$ cat config.mk
export PLATFORM = sky130hd
export DESIGN_NAME = sst_top
export DESIGN_NICKNAME = d
export VERILOG_FILES = /design/src/hw/sst_pkg.sv /design/src/hw/sst_top.sv
export SDC_FILE = /design/constraint.sdc
export NUM_CORES = 1
export LEC_CHECK = 0
export ABC_AREA = 1
export BUFFER_PORTS_ARGS = -buffer_cell sky130_fd_sc_hd__buf_2
export CORE_UTILIZATION = 55
export CTS_CLUSTER_SIZE = 10
export DETAILED_ROUTE_END_ITERATION = 6
export PLACE_DENSITY_LB_ADDON = 0.1
export SYNTH_ARGS = -nofsm -noshare
export SYNTH_HDL_FRONTEND = slang
export SYNTH_SLANG_ARGS = --single-unit
$ cat constraint.sdc
create_clock -name aclk -period 1.9 [get_ports aclk]
set_input_delay 0.38 -clock aclk [delete_from_list [all_inputs] [get_ports aclk]]
set_output_delay 0.38 -clock aclk [all_outputs]
set_load 0.05 [all_outputs]
$ cat src/hw/sst_pkg.sv
// Constants for the synchronous slave serial transmitter
package sst_pkg;
    // Register byte offsets (AXI4-Lite word aligned)
    localparam logic [5:0] OFF_TX_CTRL   = 6'h00;
    localparam logic [5:0] OFF_RX_CTRL   = 6'h04;
    localparam logic [5:0] OFF_BAUD_CTRL = 6'h08;
    localparam logic [5:0] OFF_DIV_LO    = 6'h0C;
    localparam logic [5:0] OFF_DIV_HI    = 6'h10;
    localparam logic [5:0] OFF_TX_DATA   = 6'h14;
    localparam logic [5:0] OFF_CORE_IRQ  = 6'h18;
    localparam logic [5:0] OFF_PERIPHERAL_IRQ_ENABLE_1      = 6'h1C;
    localparam logic [5:0] OFF_PERIPHERAL_IRQ_FLAGS_1      = 6'h20;
    localparam logic [5:0] OFF_PORTC_DIR = 6'h24;
    localparam logic [5:0] OFF_IRQ_STAT  = 6'h28;
    localparam logic [5:0] OFF_IRQ_MASK  = 6'h2C;
    localparam logic [5:0] OFF_SLEEP     = 6'h30;
    // Transmit control/status bit positions
    localparam int TX_CLKSRC = 7;
    localparam int TX_NINTH  = 6;
    localparam int TX_EN     = 5;
    localparam int TX_SYNC   = 4;
    localparam int TX_EMPTY  = 1;
    localparam int TX_9VAL   = 0;
    // Receive control/status bit positions
    localparam int RX_SERIAL_PORT_ENABLE   = 7;
    localparam int RX_SINGLE_RECEIVE_ENABLE   = 5;
    localparam int RX_CONTINUOUS_RECEIVE_ENABLE   = 4;
    // Interrupt bit positions
    localparam int IE_TX     = 4;
    localparam int IC_GIE    = 7;
    localparam int IC_PERIPHERAL_IRQ_ENABLE   = 6;
    // Baud control implemented bits (bits 5 and 2 read zero)
    localparam logic [7:0] BAUD_MASK  = 8'hDB;
    localparam logic [7:0] TRIS_RESET = 8'hFF;
    // Event status bits
    localparam int EV_BUF_FREE = 0;
    localparam int EV_DONE     = 1;
    localparam int EV_WAKE     = 2;
    localparam int EV_W        = 3;
    localparam logic [1:0] RESP_OKAY   = 2'b00;
    localparam logic [1:0] RESP_SLVERR = 2'b10;
    localparam logic [3:0] BITS_8 = 4'h8;
    localparam logic [3:0] BITS_9 = 4'h9;
    typedef enum logic [1:0] {
        SH_IDLE = 2'b00,
        SH_LOAD = 2'b01,
        SH_BUSY = 2'b10
    } sst_shift_t;
endpackage

$ cat src/hw/sst_top.sv
// Synchronous slave serial transmitter with AXI4-Lite registers
//
// Behaviour
// - Clocked half-duplex mode runs while the sync bit is one.
// - Clock source bit zero makes the port a slave on outside clock.
// - Both receive enables zero selects transmit, either selects receive.
// - Whole port works only while the serial port enable is set.
// - Buffering, flagging, shifting as master transmit, apart from sleep.
// - With two words queued, the first moves to the shifter at once.
// - The second word waits in the holding register meanwhile.
// - Buffer free flag stays clear while the holding register is full.
// - After the first word, the second moves over, then flag sets.
// - Flag set in sleep with peripheral and transmit enables wakes core.
// - Global enable also set on wake makes the core take the interrupt.
// - Transmit enable must be set before data is loaded.
// - Writing the low byte starts transmission, ninth bit from its field.
// - Unimplemented baud control bits read back as zero.
//
// Design decisions made here: the address map and the AXI4-Lite interface to the registers.
`timescale 1ns/1ns
module sst_top #(
    parameter int ADDR_W = 6                    // Address width
) (
    input  wire logic              aclk,          // System clock
    input  wire logic              aresetn,       // Sync reset, low
    input  wire logic [ADDR_W-1:0] s_axi_awaddr,  // Write address
    input  wire logic              s_axi_awvalid, // Write addr valid
    output logic                   s_axi_awready, // Write addr ready
    input  wire logic [31:0]       s_axi_wdata,   // Write data
    input  wire logic [3:0]        s_axi_wstrb,   // Write strobes
    input  wire logic              s_axi_wvalid,  // Write data valid
    output logic                   s_axi_wready,  // Write data ready
    output logic [1:0]             s_axi_bresp,   // Write response
    output logic                   s_axi_bvalid,  // Write resp valid
    input  wire logic              s_axi_bready,  // Write resp ready
    input  wire logic [ADDR_W-1:0] s_axi_araddr,  // Read address
    input  wire logic              s_axi_arvalid, // Read addr valid
    output logic                   s_axi_arready, // Read addr ready
    output logic [31:0]            s_axi_rdata,   // Read data
    output logic [1:0]             s_axi_rresp,   // Read response
    output logic                   s_axi_rvalid,  // Read data valid
    input  wire logic              s_axi_rready,  // Read data ready
    input  wire logic              link_clk,      // Shift clock from master
    output logic                   data_out,      // Serial data out
    output logic                   data_oe,       // Data pin drive enable
    output logic                   irq,           // Interrupt level
    output logic                   wake,          // Wake request to core
    output logic                   core_vector    // Take interrupt vector
);
    // Register state
    logic [7:0] tx_ctrl_r, tx_ctrl_nxt;
    logic [7:0] rx_ctrl_r, rx_ctrl_nxt;
    logic [7:0] baud_r, baud_nxt;
    logic [7:0] div_lo_r, div_lo_nxt;
    logic [7:0] div_hi_r, div_hi_nxt;
    logic [7:0] hold_r, hold_nxt;
    logic       hold_9_r, hold_9_nxt;
    logic       hold_full_r, hold_full_nxt;
    logic [7:0] core_ic_r, core_ic_nxt;
    logic [7:0] peripheral_irq_enable_1_r, peripheral_irq_enable_1_nxt;
    logic [7:0] tris_r, tris_nxt;
    localparam int EV_W_L = sst_pkg::EV_W;
    logic [EV_W_L-1:0] stat_r, stat_nxt;
    logic [EV_W_L-1:0] mask_r, mask_nxt;
    logic       sleep_r, sleep_nxt;
    // Bus state
    logic              aw_got_r, aw_got_nxt;
    logic              w_got_r, w_got_nxt;
    logic [ADDR_W-1:0] aw_addr_r, aw_addr_nxt;
    logic [31:0]       w_data_r, w_data_nxt;
    logic [3:0]        w_strb_r, w_strb_nxt;
    logic              bvalid_r, bvalid_nxt;
    logic [1:0]        bresp_r, bresp_nxt;
    logic              rvalid_r, rvalid_nxt;
    logic [31:0]       rdata_r, rdata_nxt;
    logic [1:0]        rresp_r, rresp_nxt;
    // Shifter state
    sst_pkg::sst_shift_t sh_st_r, sh_st_nxt;
    logic [8:0] tsr_r, tsr_nxt;
    logic [3:0] bits_r, bits_nxt;
    logic       dout_r, dout_nxt;
    logic       oe_r, oe_nxt;
    logic [2:0] lk_sync_r;
    logic       irq_r, wake_r, vec_r;

    // Known register offsets
    function automatic logic addr_known(input logic [ADDR_W-1:0] a);
        case (a[5:0])
            sst_pkg::OFF_TX_CTRL, sst_pkg::OFF_RX_CTRL,
            sst_pkg::OFF_BAUD_CTRL, sst_pkg::OFF_DIV_LO,
            sst_pkg::OFF_DIV_HI, sst_pkg::OFF_TX_DATA,
            sst_pkg::OFF_CORE_IRQ, sst_pkg::OFF_PERIPHERAL_IRQ_ENABLE_1,
            sst_pkg::OFF_PERIPHERAL_IRQ_FLAGS_1, sst_pkg::OFF_PORTC_DIR,
            sst_pkg::OFF_IRQ_STAT, sst_pkg::OFF_IRQ_MASK,
            sst_pkg::OFF_SLEEP: addr_known = 1'b1;
            default: addr_known = 1'b0;
        endcase
    endfunction

    // Mode decode
    logic port_on, slave_tx, tx_active, buf_free, clk_edge;
    assign port_on   = rx_ctrl_r[sst_pkg::RX_SERIAL_PORT_ENABLE];
    assign slave_tx  = tx_ctrl_r[sst_pkg::TX_SYNC]
                     & ~tx_ctrl_r[sst_pkg::TX_CLKSRC]
                     & ~rx_ctrl_r[sst_pkg::RX_SINGLE_RECEIVE_ENABLE]
                     & ~rx_ctrl_r[sst_pkg::RX_CONTINUOUS_RECEIVE_ENABLE];
    assign tx_active = port_on & slave_tx & tx_ctrl_r[sst_pkg::TX_EN];
    assign buf_free  = ~hold_full_r;
    // Falling edge of agreed link clock; data changes on it
    assign clk_edge  = lk_sync_r[2] & ~lk_sync_r[1];

    // Link clock synchroniser
    always_ff @(posedge aclk) begin
        if (!aresetn) begin
            lk_sync_r <= 3'b000;
        end else begin
            lk_sync_r <= {lk_sync_r[1:0], link_clk};
        end
    end

    // Bus handshake and register writes
    logic do_wr, do_rd, wr_hold;
    logic [7:0] wb;
    logic [EV_W_L-1:0] ev;
    always_comb begin
        aw_got_nxt  = aw_got_r;
        w_got_nxt   = w_got_r;
        aw_addr_nxt = aw_addr_r;
        w_data_nxt  = w_data_r;
        w_strb_nxt  = w_strb_r;
        bvalid_nxt  = bvalid_r;
        bresp_nxt   = bresp_r;
        rvalid_nxt  = rvalid_r;
        rdata_nxt   = rdata_r;
        rresp_nxt   = rresp_r;
        tx_ctrl_nxt = tx_ctrl_r;
        rx_ctrl_nxt = rx_ctrl_r;
        baud_nxt    = baud_r;
        div_lo_nxt  = div_lo_r;
        div_hi_nxt  = div_hi_r;
        core_ic_nxt = core_ic_r;
        peripheral_irq_enable_1_nxt    = peripheral_irq_enable_1_r;
        tris_nxt    = tris_r;
        mask_nxt    = mask_r;
        sleep_nxt   = sleep_r;
        wr_hold     = 1'b0;
        wb          = w_data_r[7:0];
        if (s_axi_awvalid && !aw_got_r && !bvalid_r) begin
            aw_got_nxt  = 1'b1;
            aw_addr_nxt = s_axi_awaddr;
        end
        if (s_axi_wvalid && !w_got_r && !bvalid_r) begin
            w_got_nxt  = 1'b1;
            w_data_nxt = s_axi_wdata;
            w_strb_nxt = s_axi_wstrb;
        end
        do_wr = aw_got_r & w_got_r & ~bvalid_r;
        if (do_wr) begin
            aw_got_nxt = 1'b0;
            w_got_nxt  = 1'b0;
            bvalid_nxt = 1'b1;
            bresp_nxt  = addr_known(aw_addr_r) ? sst_pkg::RESP_OKAY
                                               : sst_pkg::RESP_SLVERR;
            if (w_strb_r[0]) begin
                case (aw_addr_r[5:0])
                    sst_pkg::OFF_TX_CTRL: begin
                        // Empty bit is status only
                        tx_ctrl_nxt = wb;
                        tx_ctrl_nxt[sst_pkg::TX_EMPTY] = 1'b0;
                    end
                    sst_pkg::OFF_RX_CTRL:   rx_ctrl_nxt = wb;
                    sst_pkg::OFF_BAUD_CTRL:
                        baud_nxt = wb & sst_pkg::BAUD_MASK;
                    sst_pkg::OFF_DIV_LO:    div_lo_nxt  = wb;
                    sst_pkg::OFF_DIV_HI:    div_hi_nxt  = wb;
                    sst_pkg::OFF_CORE_IRQ:  core_ic_nxt = wb;
                    sst_pkg::OFF_PERIPHERAL_IRQ_ENABLE_1:      peripheral_irq_enable_1_nxt    = wb;
                    sst_pkg::OFF_PORTC_DIR: tris_nxt    = wb;
                    sst_pkg::OFF_IRQ_MASK:  mask_nxt    = wb[EV_W_L-1:0];
                    sst_pkg::OFF_SLEEP:     sleep_nxt   = wb[0];
                    // Loads ignored unless transmitter enabled
                    sst_pkg::OFF_TX_DATA:   wr_hold = tx_active;
                    default: ;
                endcase
            end
        end
        if (bvalid_r && s_axi_bready) begin
            bvalid_nxt = 1'b0;
        end
        // Wake event ends sleep
        if (ev[sst_pkg::EV_WAKE]) begin
            sleep_nxt = 1'b0;
        end
        do_rd = s_axi_arvalid & ~rvalid_r;
        if (do_rd) begin
            rvalid_nxt = 1'b1;
            rresp_nxt  = addr_known(s_axi_araddr) ? sst_pkg::RESP_OKAY
                                                  : sst_pkg::RESP_SLVERR;
            rdata_nxt  = 32'h0000_0000;
            case (s_axi_araddr[5:0])
                sst_pkg::OFF_TX_CTRL: begin
                    rdata_nxt[7:0] = tx_ctrl_r;
                    rdata_nxt[sst_pkg::TX_EMPTY] =
                        (sh_st_r == sst_pkg::SH_IDLE);
                end
                sst_pkg::OFF_RX_CTRL:   rdata_nxt[7:0] = rx_ctrl_r;
                sst_pkg::OFF_BAUD_CTRL: rdata_nxt[7:0] = baud_r;
                sst_pkg::OFF_DIV_LO:    rdata_nxt[7:0] = div_lo_r;
                sst_pkg::OFF_DIV_HI:    rdata_nxt[7:0] = div_hi_r;
                sst_pkg::OFF_TX_DATA:   rdata_nxt[7:0] = hold_r;
                sst_pkg::OFF_CORE_IRQ:  rdata_nxt[7:0] = core_ic_r;
                sst_pkg::OFF_PERIPHERAL_IRQ_ENABLE_1:      rdata_nxt[7:0] = peripheral_irq_enable_1_r;
                sst_pkg::OFF_PERIPHERAL_IRQ_FLAGS_1:
                    rdata_nxt[sst_pkg::IE_TX] = buf_free;
                sst_pkg::OFF_PORTC_DIR: rdata_nxt[7:0] = tris_r;
                sst_pkg::OFF_IRQ_STAT:  rdata_nxt[EV_W_L-1:0] = stat_r;
                sst_pkg::OFF_IRQ_MASK:  rdata_nxt[EV_W_L-1:0] = mask_r;
                sst_pkg::OFF_SLEEP:     rdata_nxt[0] = sleep_r;
                default: ;
            endcase
        end
        if (rvalid_r && s_axi_rready) begin
            rvalid_nxt = 1'b0;
        end
    end

    // Holding register and shifter
    logic tsr_load, word_done;
    always_comb begin
        hold_nxt      = hold_r;
        hold_9_nxt    = hold_9_r;
        hold_full_nxt = hold_full_r;
        sh_st_nxt     = sh_st_r;
        tsr_nxt       = tsr_r;
        bits_nxt      = bits_r;
        dout_nxt      = dout_r;
        oe_nxt        = tx_active;
        tsr_load      = 1'b0;
        word_done     = 1'b0;
        if (wr_hold) begin
            // Ninth bit latched with the low byte
            hold_nxt      = wb;
            hold_9_nxt    = tx_ctrl_r[sst_pkg::TX_9VAL];
            hold_full_nxt = 1'b1;
        end
        case (sh_st_r)
            sst_pkg::SH_IDLE: begin
                // Move at once when idle, even before sleep
                if (hold_full_r && tx_active) begin
                    sh_st_nxt = sst_pkg::SH_LOAD;
                end
            end
            sst_pkg::SH_LOAD: begin
                tsr_load  = 1'b1;
                tsr_nxt   = {hold_9_r, hold_r};
                bits_nxt  = tx_ctrl_r[sst_pkg::TX_NINTH]
                          ? sst_pkg::BITS_9 : sst_pkg::BITS_8;
                hold_full_nxt = wr_hold;
                sh_st_nxt = sst_pkg::SH_BUSY;
            end
            sst_pkg::SH_BUSY: begin
                if (!tx_active) begin
                    sh_st_nxt = sst_pkg::SH_IDLE;
                end else if (clk_edge) begin
                    dout_nxt = tsr_r[0];
                    tsr_nxt  = {1'b0, tsr_r[8:1]};
                    bits_nxt = bits_r - 4'h1;
                    if (bits_r == 4'h1) begin
                        word_done = 1'b1;
                        // Queued second word follows directly
                        sh_st_nxt = hold_full_r ? sst_pkg::SH_LOAD
                                                : sst_pkg::SH_IDLE;
                    end
                end
            end
            default: sh_st_nxt = sst_pkg::SH_IDLE;
        endcase
    end

    // Events, sticky status and wake
    logic buf_free_d_r;
    logic pie_gate;
    assign pie_gate = core_ic_r[sst_pkg::IC_PERIPHERAL_IRQ_ENABLE]
                    & peripheral_irq_enable_1_r[sst_pkg::IE_TX];
    always_comb begin
        ev = '0;
        ev[sst_pkg::EV_BUF_FREE] = buf_free & ~buf_free_d_r;
        ev[sst_pkg::EV_DONE]     = word_done;
        ev[sst_pkg::EV_WAKE]     = sleep_r & buf_free & pie_gate;
        stat_nxt = stat_r;
        if (do_wr && w_strb_r[0]
            && aw_addr_r[5:0] == sst_pkg::OFF_IRQ_STAT) begin
            stat_nxt = stat_r & ~w_data_r[EV_W_L-1:0];
        end
        stat_nxt = stat_nxt | ev;
    end

    // Register update
    always_ff @(posedge aclk) begin
        if (!aresetn) begin
            tx_ctrl_r <= 8'h00;
            rx_ctrl_r <= 8'h00;
            baud_r <= 8'h00;
            div_lo_r <= 8'h00;
            div_hi_r <= 8'h00;
            hold_r <= 8'h00;
            hold_9_r <= 1'b0;
            hold_full_r <= 1'b0;
            core_ic_r <= 8'h00;
            peripheral_irq_enable_1_r <= 8'h00;
            tris_r    <= sst_pkg::TRIS_RESET;
            stat_r <= '0;
            mask_r <= '0;
            sleep_r <= 1'b0;
            aw_got_r <= 1'b0;
            w_got_r <= 1'b0;
            aw_addr_r <= '0;
            w_data_r <= 32'h0000_0000;
            w_strb_r <= 4'h0;
            bvalid_r <= 1'b0;
            bresp_r <= 2'b00;
            rvalid_r <= 1'b0;
            rdata_r <= 32'h0000_0000;
            rresp_r   <= 2'b00;
            sh_st_r   <= sst_pkg::SH_IDLE;
            tsr_r <= 9'h000;
            bits_r <= 4'h0;
            dout_r <= 1'b0;
            oe_r <= 1'b0;
            buf_free_d_r <= 1'b1;
            irq_r <= 1'b0;
            wake_r <= 1'b0;
            vec_r <= 1'b0;
        end else begin
            tx_ctrl_r <= tx_ctrl_nxt;
            rx_ctrl_r <= rx_ctrl_nxt;
            baud_r <= baud_nxt;
            div_lo_r <= div_lo_nxt;
            div_hi_r <= div_hi_nxt;
            hold_r <= hold_nxt;
            hold_9_r <= hold_9_nxt;
            hold_full_r <= hold_full_nxt;
            core_ic_r <= core_ic_nxt;
            peripheral_irq_enable_1_r <= peripheral_irq_enable_1_nxt;
            tris_r <= tris_nxt;
            stat_r <= stat_nxt;
            mask_r <= mask_nxt;
            sleep_r <= sleep_nxt;
            aw_got_r <= aw_got_nxt;
            w_got_r <= w_got_nxt;
            aw_addr_r <= aw_addr_nxt;
            w_data_r <= w_data_nxt;
            w_strb_r <= w_strb_nxt;
            bvalid_r <= bvalid_nxt;
            bresp_r <= bresp_nxt;
            rvalid_r <= rvalid_nxt;
            rdata_r <= rdata_nxt;
            rresp_r <= rresp_nxt;
            sh_st_r <= sh_st_nxt;
            tsr_r <= tsr_nxt;
            bits_r <= bits_nxt;
            dout_r <= dout_nxt;
            oe_r <= oe_nxt;
            buf_free_d_r <= buf_free;
            irq_r     <= |(stat_nxt & mask_r);
            wake_r    <= ev[sst_pkg::EV_WAKE];
            vec_r     <= ev[sst_pkg::EV_WAKE]
                       & core_ic_r[sst_pkg::IC_GIE];
        end
    end

    // Outputs from flip-flops, the ready signals through gates on them
    assign s_axi_awready = ~aw_got_r & ~bvalid_r;
    assign s_axi_wready  = ~w_got_r & ~bvalid_r;
    assign s_axi_bvalid  = bvalid_r;
    assign s_axi_bresp   = bresp_r;
    assign s_axi_arready = ~rvalid_r;
    assign s_axi_rvalid  = rvalid_r;
    assign s_axi_rdata   = rdata_r;
    assign s_axi_rresp   = rresp_r;
    assign data_out      = dout_r;
    assign data_oe       = oe_r;
    assign irq           = irq_r;
    assign wake          = wake_r;
    assign core_vector   = vec_r;
endmodule

==> flow_results.org <==
** Clocking
- The clock reaches the later pin of the worst-skew pair after 0.53 ns.
- H-tree depth :: 4
- The clock passes through at most 2 buffers.
- CTS saw 132 sinks.
- Cts-stage hold buffer count :: 0
- TritonCTS clock tree :: built
- TritonCTS created 17 clock buffers.
- After clock tree synthesis, the clock-pin slew on the worst setup and hold paths is roughly 0.06 ns.
- The root buffer cell chosen for the clock tree is clkbuf_8.

** Critical path
- At the worst endpoint, the arrival time is ~1.4 ns.
- The worst setup path is captured at a primary output.
- The slowest stage of the critical path belongs to the cell dfxtp_1.
- CP top delay family :: flip-flops
- Worst r2r path cells :: 8
- Setup crit start kind :: flip-flop
- Worst EP required :: ~1.5 ns
- The critical path in this run is classified as reg -> out.
- Highest net fanout along the worst path :: 6
- Walking the worst path, the cells encountered are nor2_1, buf_2.
- Together, buffers and inverters on the worst path number 1.
- The endpoint identified for the worst register-to-register timing path is bits_r[3].
- Biggest cell delay along the critical path :: 0.36 ns
- Reg-to-reg setup timing slack :: between 0.2 and 0.25 ns
- The worst register-to-register path begins at tx_ctrl_r[4].

** Place
- Port buffering added 48 buffers.
- Before CTS, the worst setup slack after placement is -0.180 ns.
- DP Wirelength :: around 10000 um
- The congestion estimate from routability-driven global placement came to slightly below 1.
- Counting tap cells, the placed design contains a total of between 900 and 1000 instances.

** Synth
- Synthesis handed over a netlist of between 700 and 800 instances.
- Leading post-synthesis cells by cell area :: dfxtp_1, nand2_1, a21oi_1
- Cell area after technology mapping :: ~5900 um2
- Distinct cells, synth :: 44
- In this run, synthesis produced a sequential element count of around 130.
- Avg Cell Area, Syn :: approximately 7.5 um2
- Share of the synthesized area in the top cell type :: 45.0%
- During synthesis, Yosys emitted a total of 0 warnings.
- Among all flip-flop cells after synthesis, the most frequent one is dfxtp_1.
- Number of enable flip-flop cells after synthesis :: 0
- Part of the Yosys area used for sequential elements :: between 40 and 50%
- For this run, asynchronously set or reset flops after synthesis account for 0%.
- Library cell with the largest summed area after synthesis :: dfxtp_1

** Detailed routing
- After detailed routing, the number of remaining DRC violations is 0.
- Via Count :: ~5400
- The first detailed-routing pass took 5 iterations.
- The first routing iteration left between 400 and 500 violations.
- Once detail routing completed, the nets flagged for antenna violations numbered 0.
- The routed design has approximately 15000 um of wire.
- Wire length per cell after detailed routing :: roughly 15 um
- Routed via count divided by cell count :: roughly 5.5

** Timing
- Final-layout worst hold slack :: between 0.02 and 0.03 ns
- Final setup vio count :: 0
- Timing would allow up to 567 MHz.
- Measured against its own limit, the worst slew margin works out to approximately 65%.
- The number of max-slew violations in the final report was 0.
- Final setup margin :: 0.136 ns
- Setup repair after global routing left no endpoint under its margin.
- Hold Vio Cnt, Final :: 0
- Post-layout minimum cycle time :: 1.76 ns
- Clock skew after layout :: between 0.005 and 0.006 ns
- Transition time of the tightest slew-check pin :: about 0.53 ns
- The worst path uses between 90% and 100% of the clock period.

** Global routing
- Initial antenna violation count :: 0
- Overall overflow remaining after global route :: 0
- The via count of the first global-routing pass is between 4000 and 5000.
- Global-route wire length before repair :: approximately 25000 um
- Entering global routing, the biggest net connects 78 pins.
- Overall track demand over capacity in global routing :: between 20% and 30%

** Min path
- Along the worst hold path, the cell count comes to 3.
- Hold worst-path end :: lk_sync_r[0]
- The min-delay analysis places its worst path in the category in -> reg.
- The worst hold path begins at link_clk.

** Floorplan
- Die Wd :: between 100 and 150 um
- Overall die area :: 11100 um2
- DIE HEIGHT :: about 110 um
- Cell row count :: 37
- I/O pins :: 102
- Once the floorplan was initialized, standard cells occupied between 50 and 60% of the core.
- Area of the core :: around 10000 um2

** Layout
- In the layout the commonest cells are nand2_1, dfxtp_1, a21oi_1, nor2_1, o21ai_0.
- Share of layout cells above drive strength 1 :: roughly 17%
- The finished layout holds 983 standard cells, fillers aside.
- At the end of the flow, the number of nets in the layout was just under 900.
- The area growth from synthesis to layout is 16.7%.
- Most common cell after layout, fill and taps aside :: nand2_1
- Antenna Diode Count :: 0

** Power
- For this design the ratio of total power to cell area is about 1000 nW/um2.
- The analysis attributes to cell leakage a power of 3.04 nW.
- Largest vdd supply drop :: between 0.7 and 0.8 mV

** Outcome
- Status :: completed

** Run
- Max-cap violations in this run came to 0.
==> what timing repair did <==
item,CTS,global route
resized for setup,1,2
setup endpoints to repair,10,10
setup buffers,0,0
==> kinds of logic (layout without fill, tap and decap cells) <==
group                      Yosys count  count (layout)  synth area share [%]
AOI/OAI and AO/OA                  201             201                  18.2
DFF                                132             132                  45.0
and+or+nand+nor                    327             327                  26.2
buffers and inverters              119             158                  10.0
other                                1              26                0.0638
xor gates and xnor gates             1               1                 0.149
adders and majority gates            2               2                 0.426
==> sequential cells by signal (all words and copies together), names as in the netlist, 2 cells and up, named ones only <==
register / flops
tsr_r: 9
mask_r: 3
w_data_r: 8
div_lo_r: 8
hold_r: 8
rx_ctrl_r: 8
s_axi_rdata: 8
peripheral_irq_enable_1_r: 8
tx_ctrl_r: 7
sh_st_r: 2
tris_r: 8
core_ic_r: 8
bits_r: 4
stat_r: 3
aw_addr_r: 6
lk_sync_r: 3
div_hi_r: 8
baud_r: 6
==> power by group <==
group	internal (W)	switching [W]	leakage, nW
clock	0.00251	0.00123	0.329
combinational	0.000122	0.000483	1.64
sequential	0.00283	0.0000308	1.07
total	0.00546	0.00174	3.04
==> final cells by class <==
cell class	instances	area, um2
clock buffer	21	459
clock inverter	11	223
fill	908	3460
inverter	59	225
multi-input combinational	557	2750
sequential	132	2640
tap	136	170
timing repair buffer	67	395
==> metrics by stage <==
stage | utilization (%) | total power [W] | instance area [um2] | setup TNS (ns)
floorplan | - | 0.00339 | 5970 | -2.08
global placement | 59.8 | 0.00350 | 6170 | -0.982
detailed placement | 59.8 | 0.00351 | 6170 | -1.55
CTS | 66.4 | 0.00723 | 6850 | 0
global route | 66.5 | 0.00743 | 6860 | 0
finish | 66.5 | 0.00720 | 6860 | 0
==> layer usage <==
metal | vias up | track usage, % | routed length (um)
met2 | 193 | 44.7 | 6890
met5 | - | 0 | 0
met4 | 0 | 13.7 | 412
met3 | 31 | 5.44 | 877
li1 | 2670 | - | -
met1 | 2468 | 39.3 | 7010
==> how the worst max path moves through the flow <==
stage                               to  slack, ns  cells after the start    startpoint
final                     s_axi_wready       0.14                      2  s_axi_bvalid
after CTS                     tsr_r[5]       0.08                      7  rx_ctrl_r[4]
after global placement        tsr_r[1]      -0.10                      7  rx_ctrl_r[4]
after detailed placement      tsr_r[5]      -0.18                      7  rx_ctrl_r[5]
after global routing         bits_r[3]       0.05                      8  tx_ctrl_r[4]
after floorplan              flip-flop      -0.26                      9  s_axi_bvalid
==> Yosys cell counts, types with 2 or more instances <==
| library cell | number |
|---|---|
| buf_6 | 2 |
| nor2_1 | 84 |
| a211oi_1 | 8 |
| ha_1 | 2 |
| clkinv_1 | 8 |
| nand3b_1 | 3 |
| nand4_1 | 16 |
| inv_2 | 5 |
| clkbuf_1 | 16 |
| nor3_2 | 2 |
| dfxtp_1 | 132 |
| nand2_1 | 137 |
| nand3_1 | 46 |
| a21oi_1 | 87 |
| inv_1 | 46 |
| nor4_1 | 2 |
| buf_4 | 31 |
| o21ai_1 | 9 |
| nor3_1 | 5 |
| nor2_2 | 10 |
| o21ai_0 | 83 |
| o211ai_1 | 8 |
| buf_2 | 10 |
| nor2_4 | 7 |
| or2_2 | 5 |
==> tightest hold or removal path: stages <==
cell and delay (ns):
buf_2 0.07, nand2_1 0.04, inv_1 0.04
No activity file was read; power rests on OpenSTA's default activity.
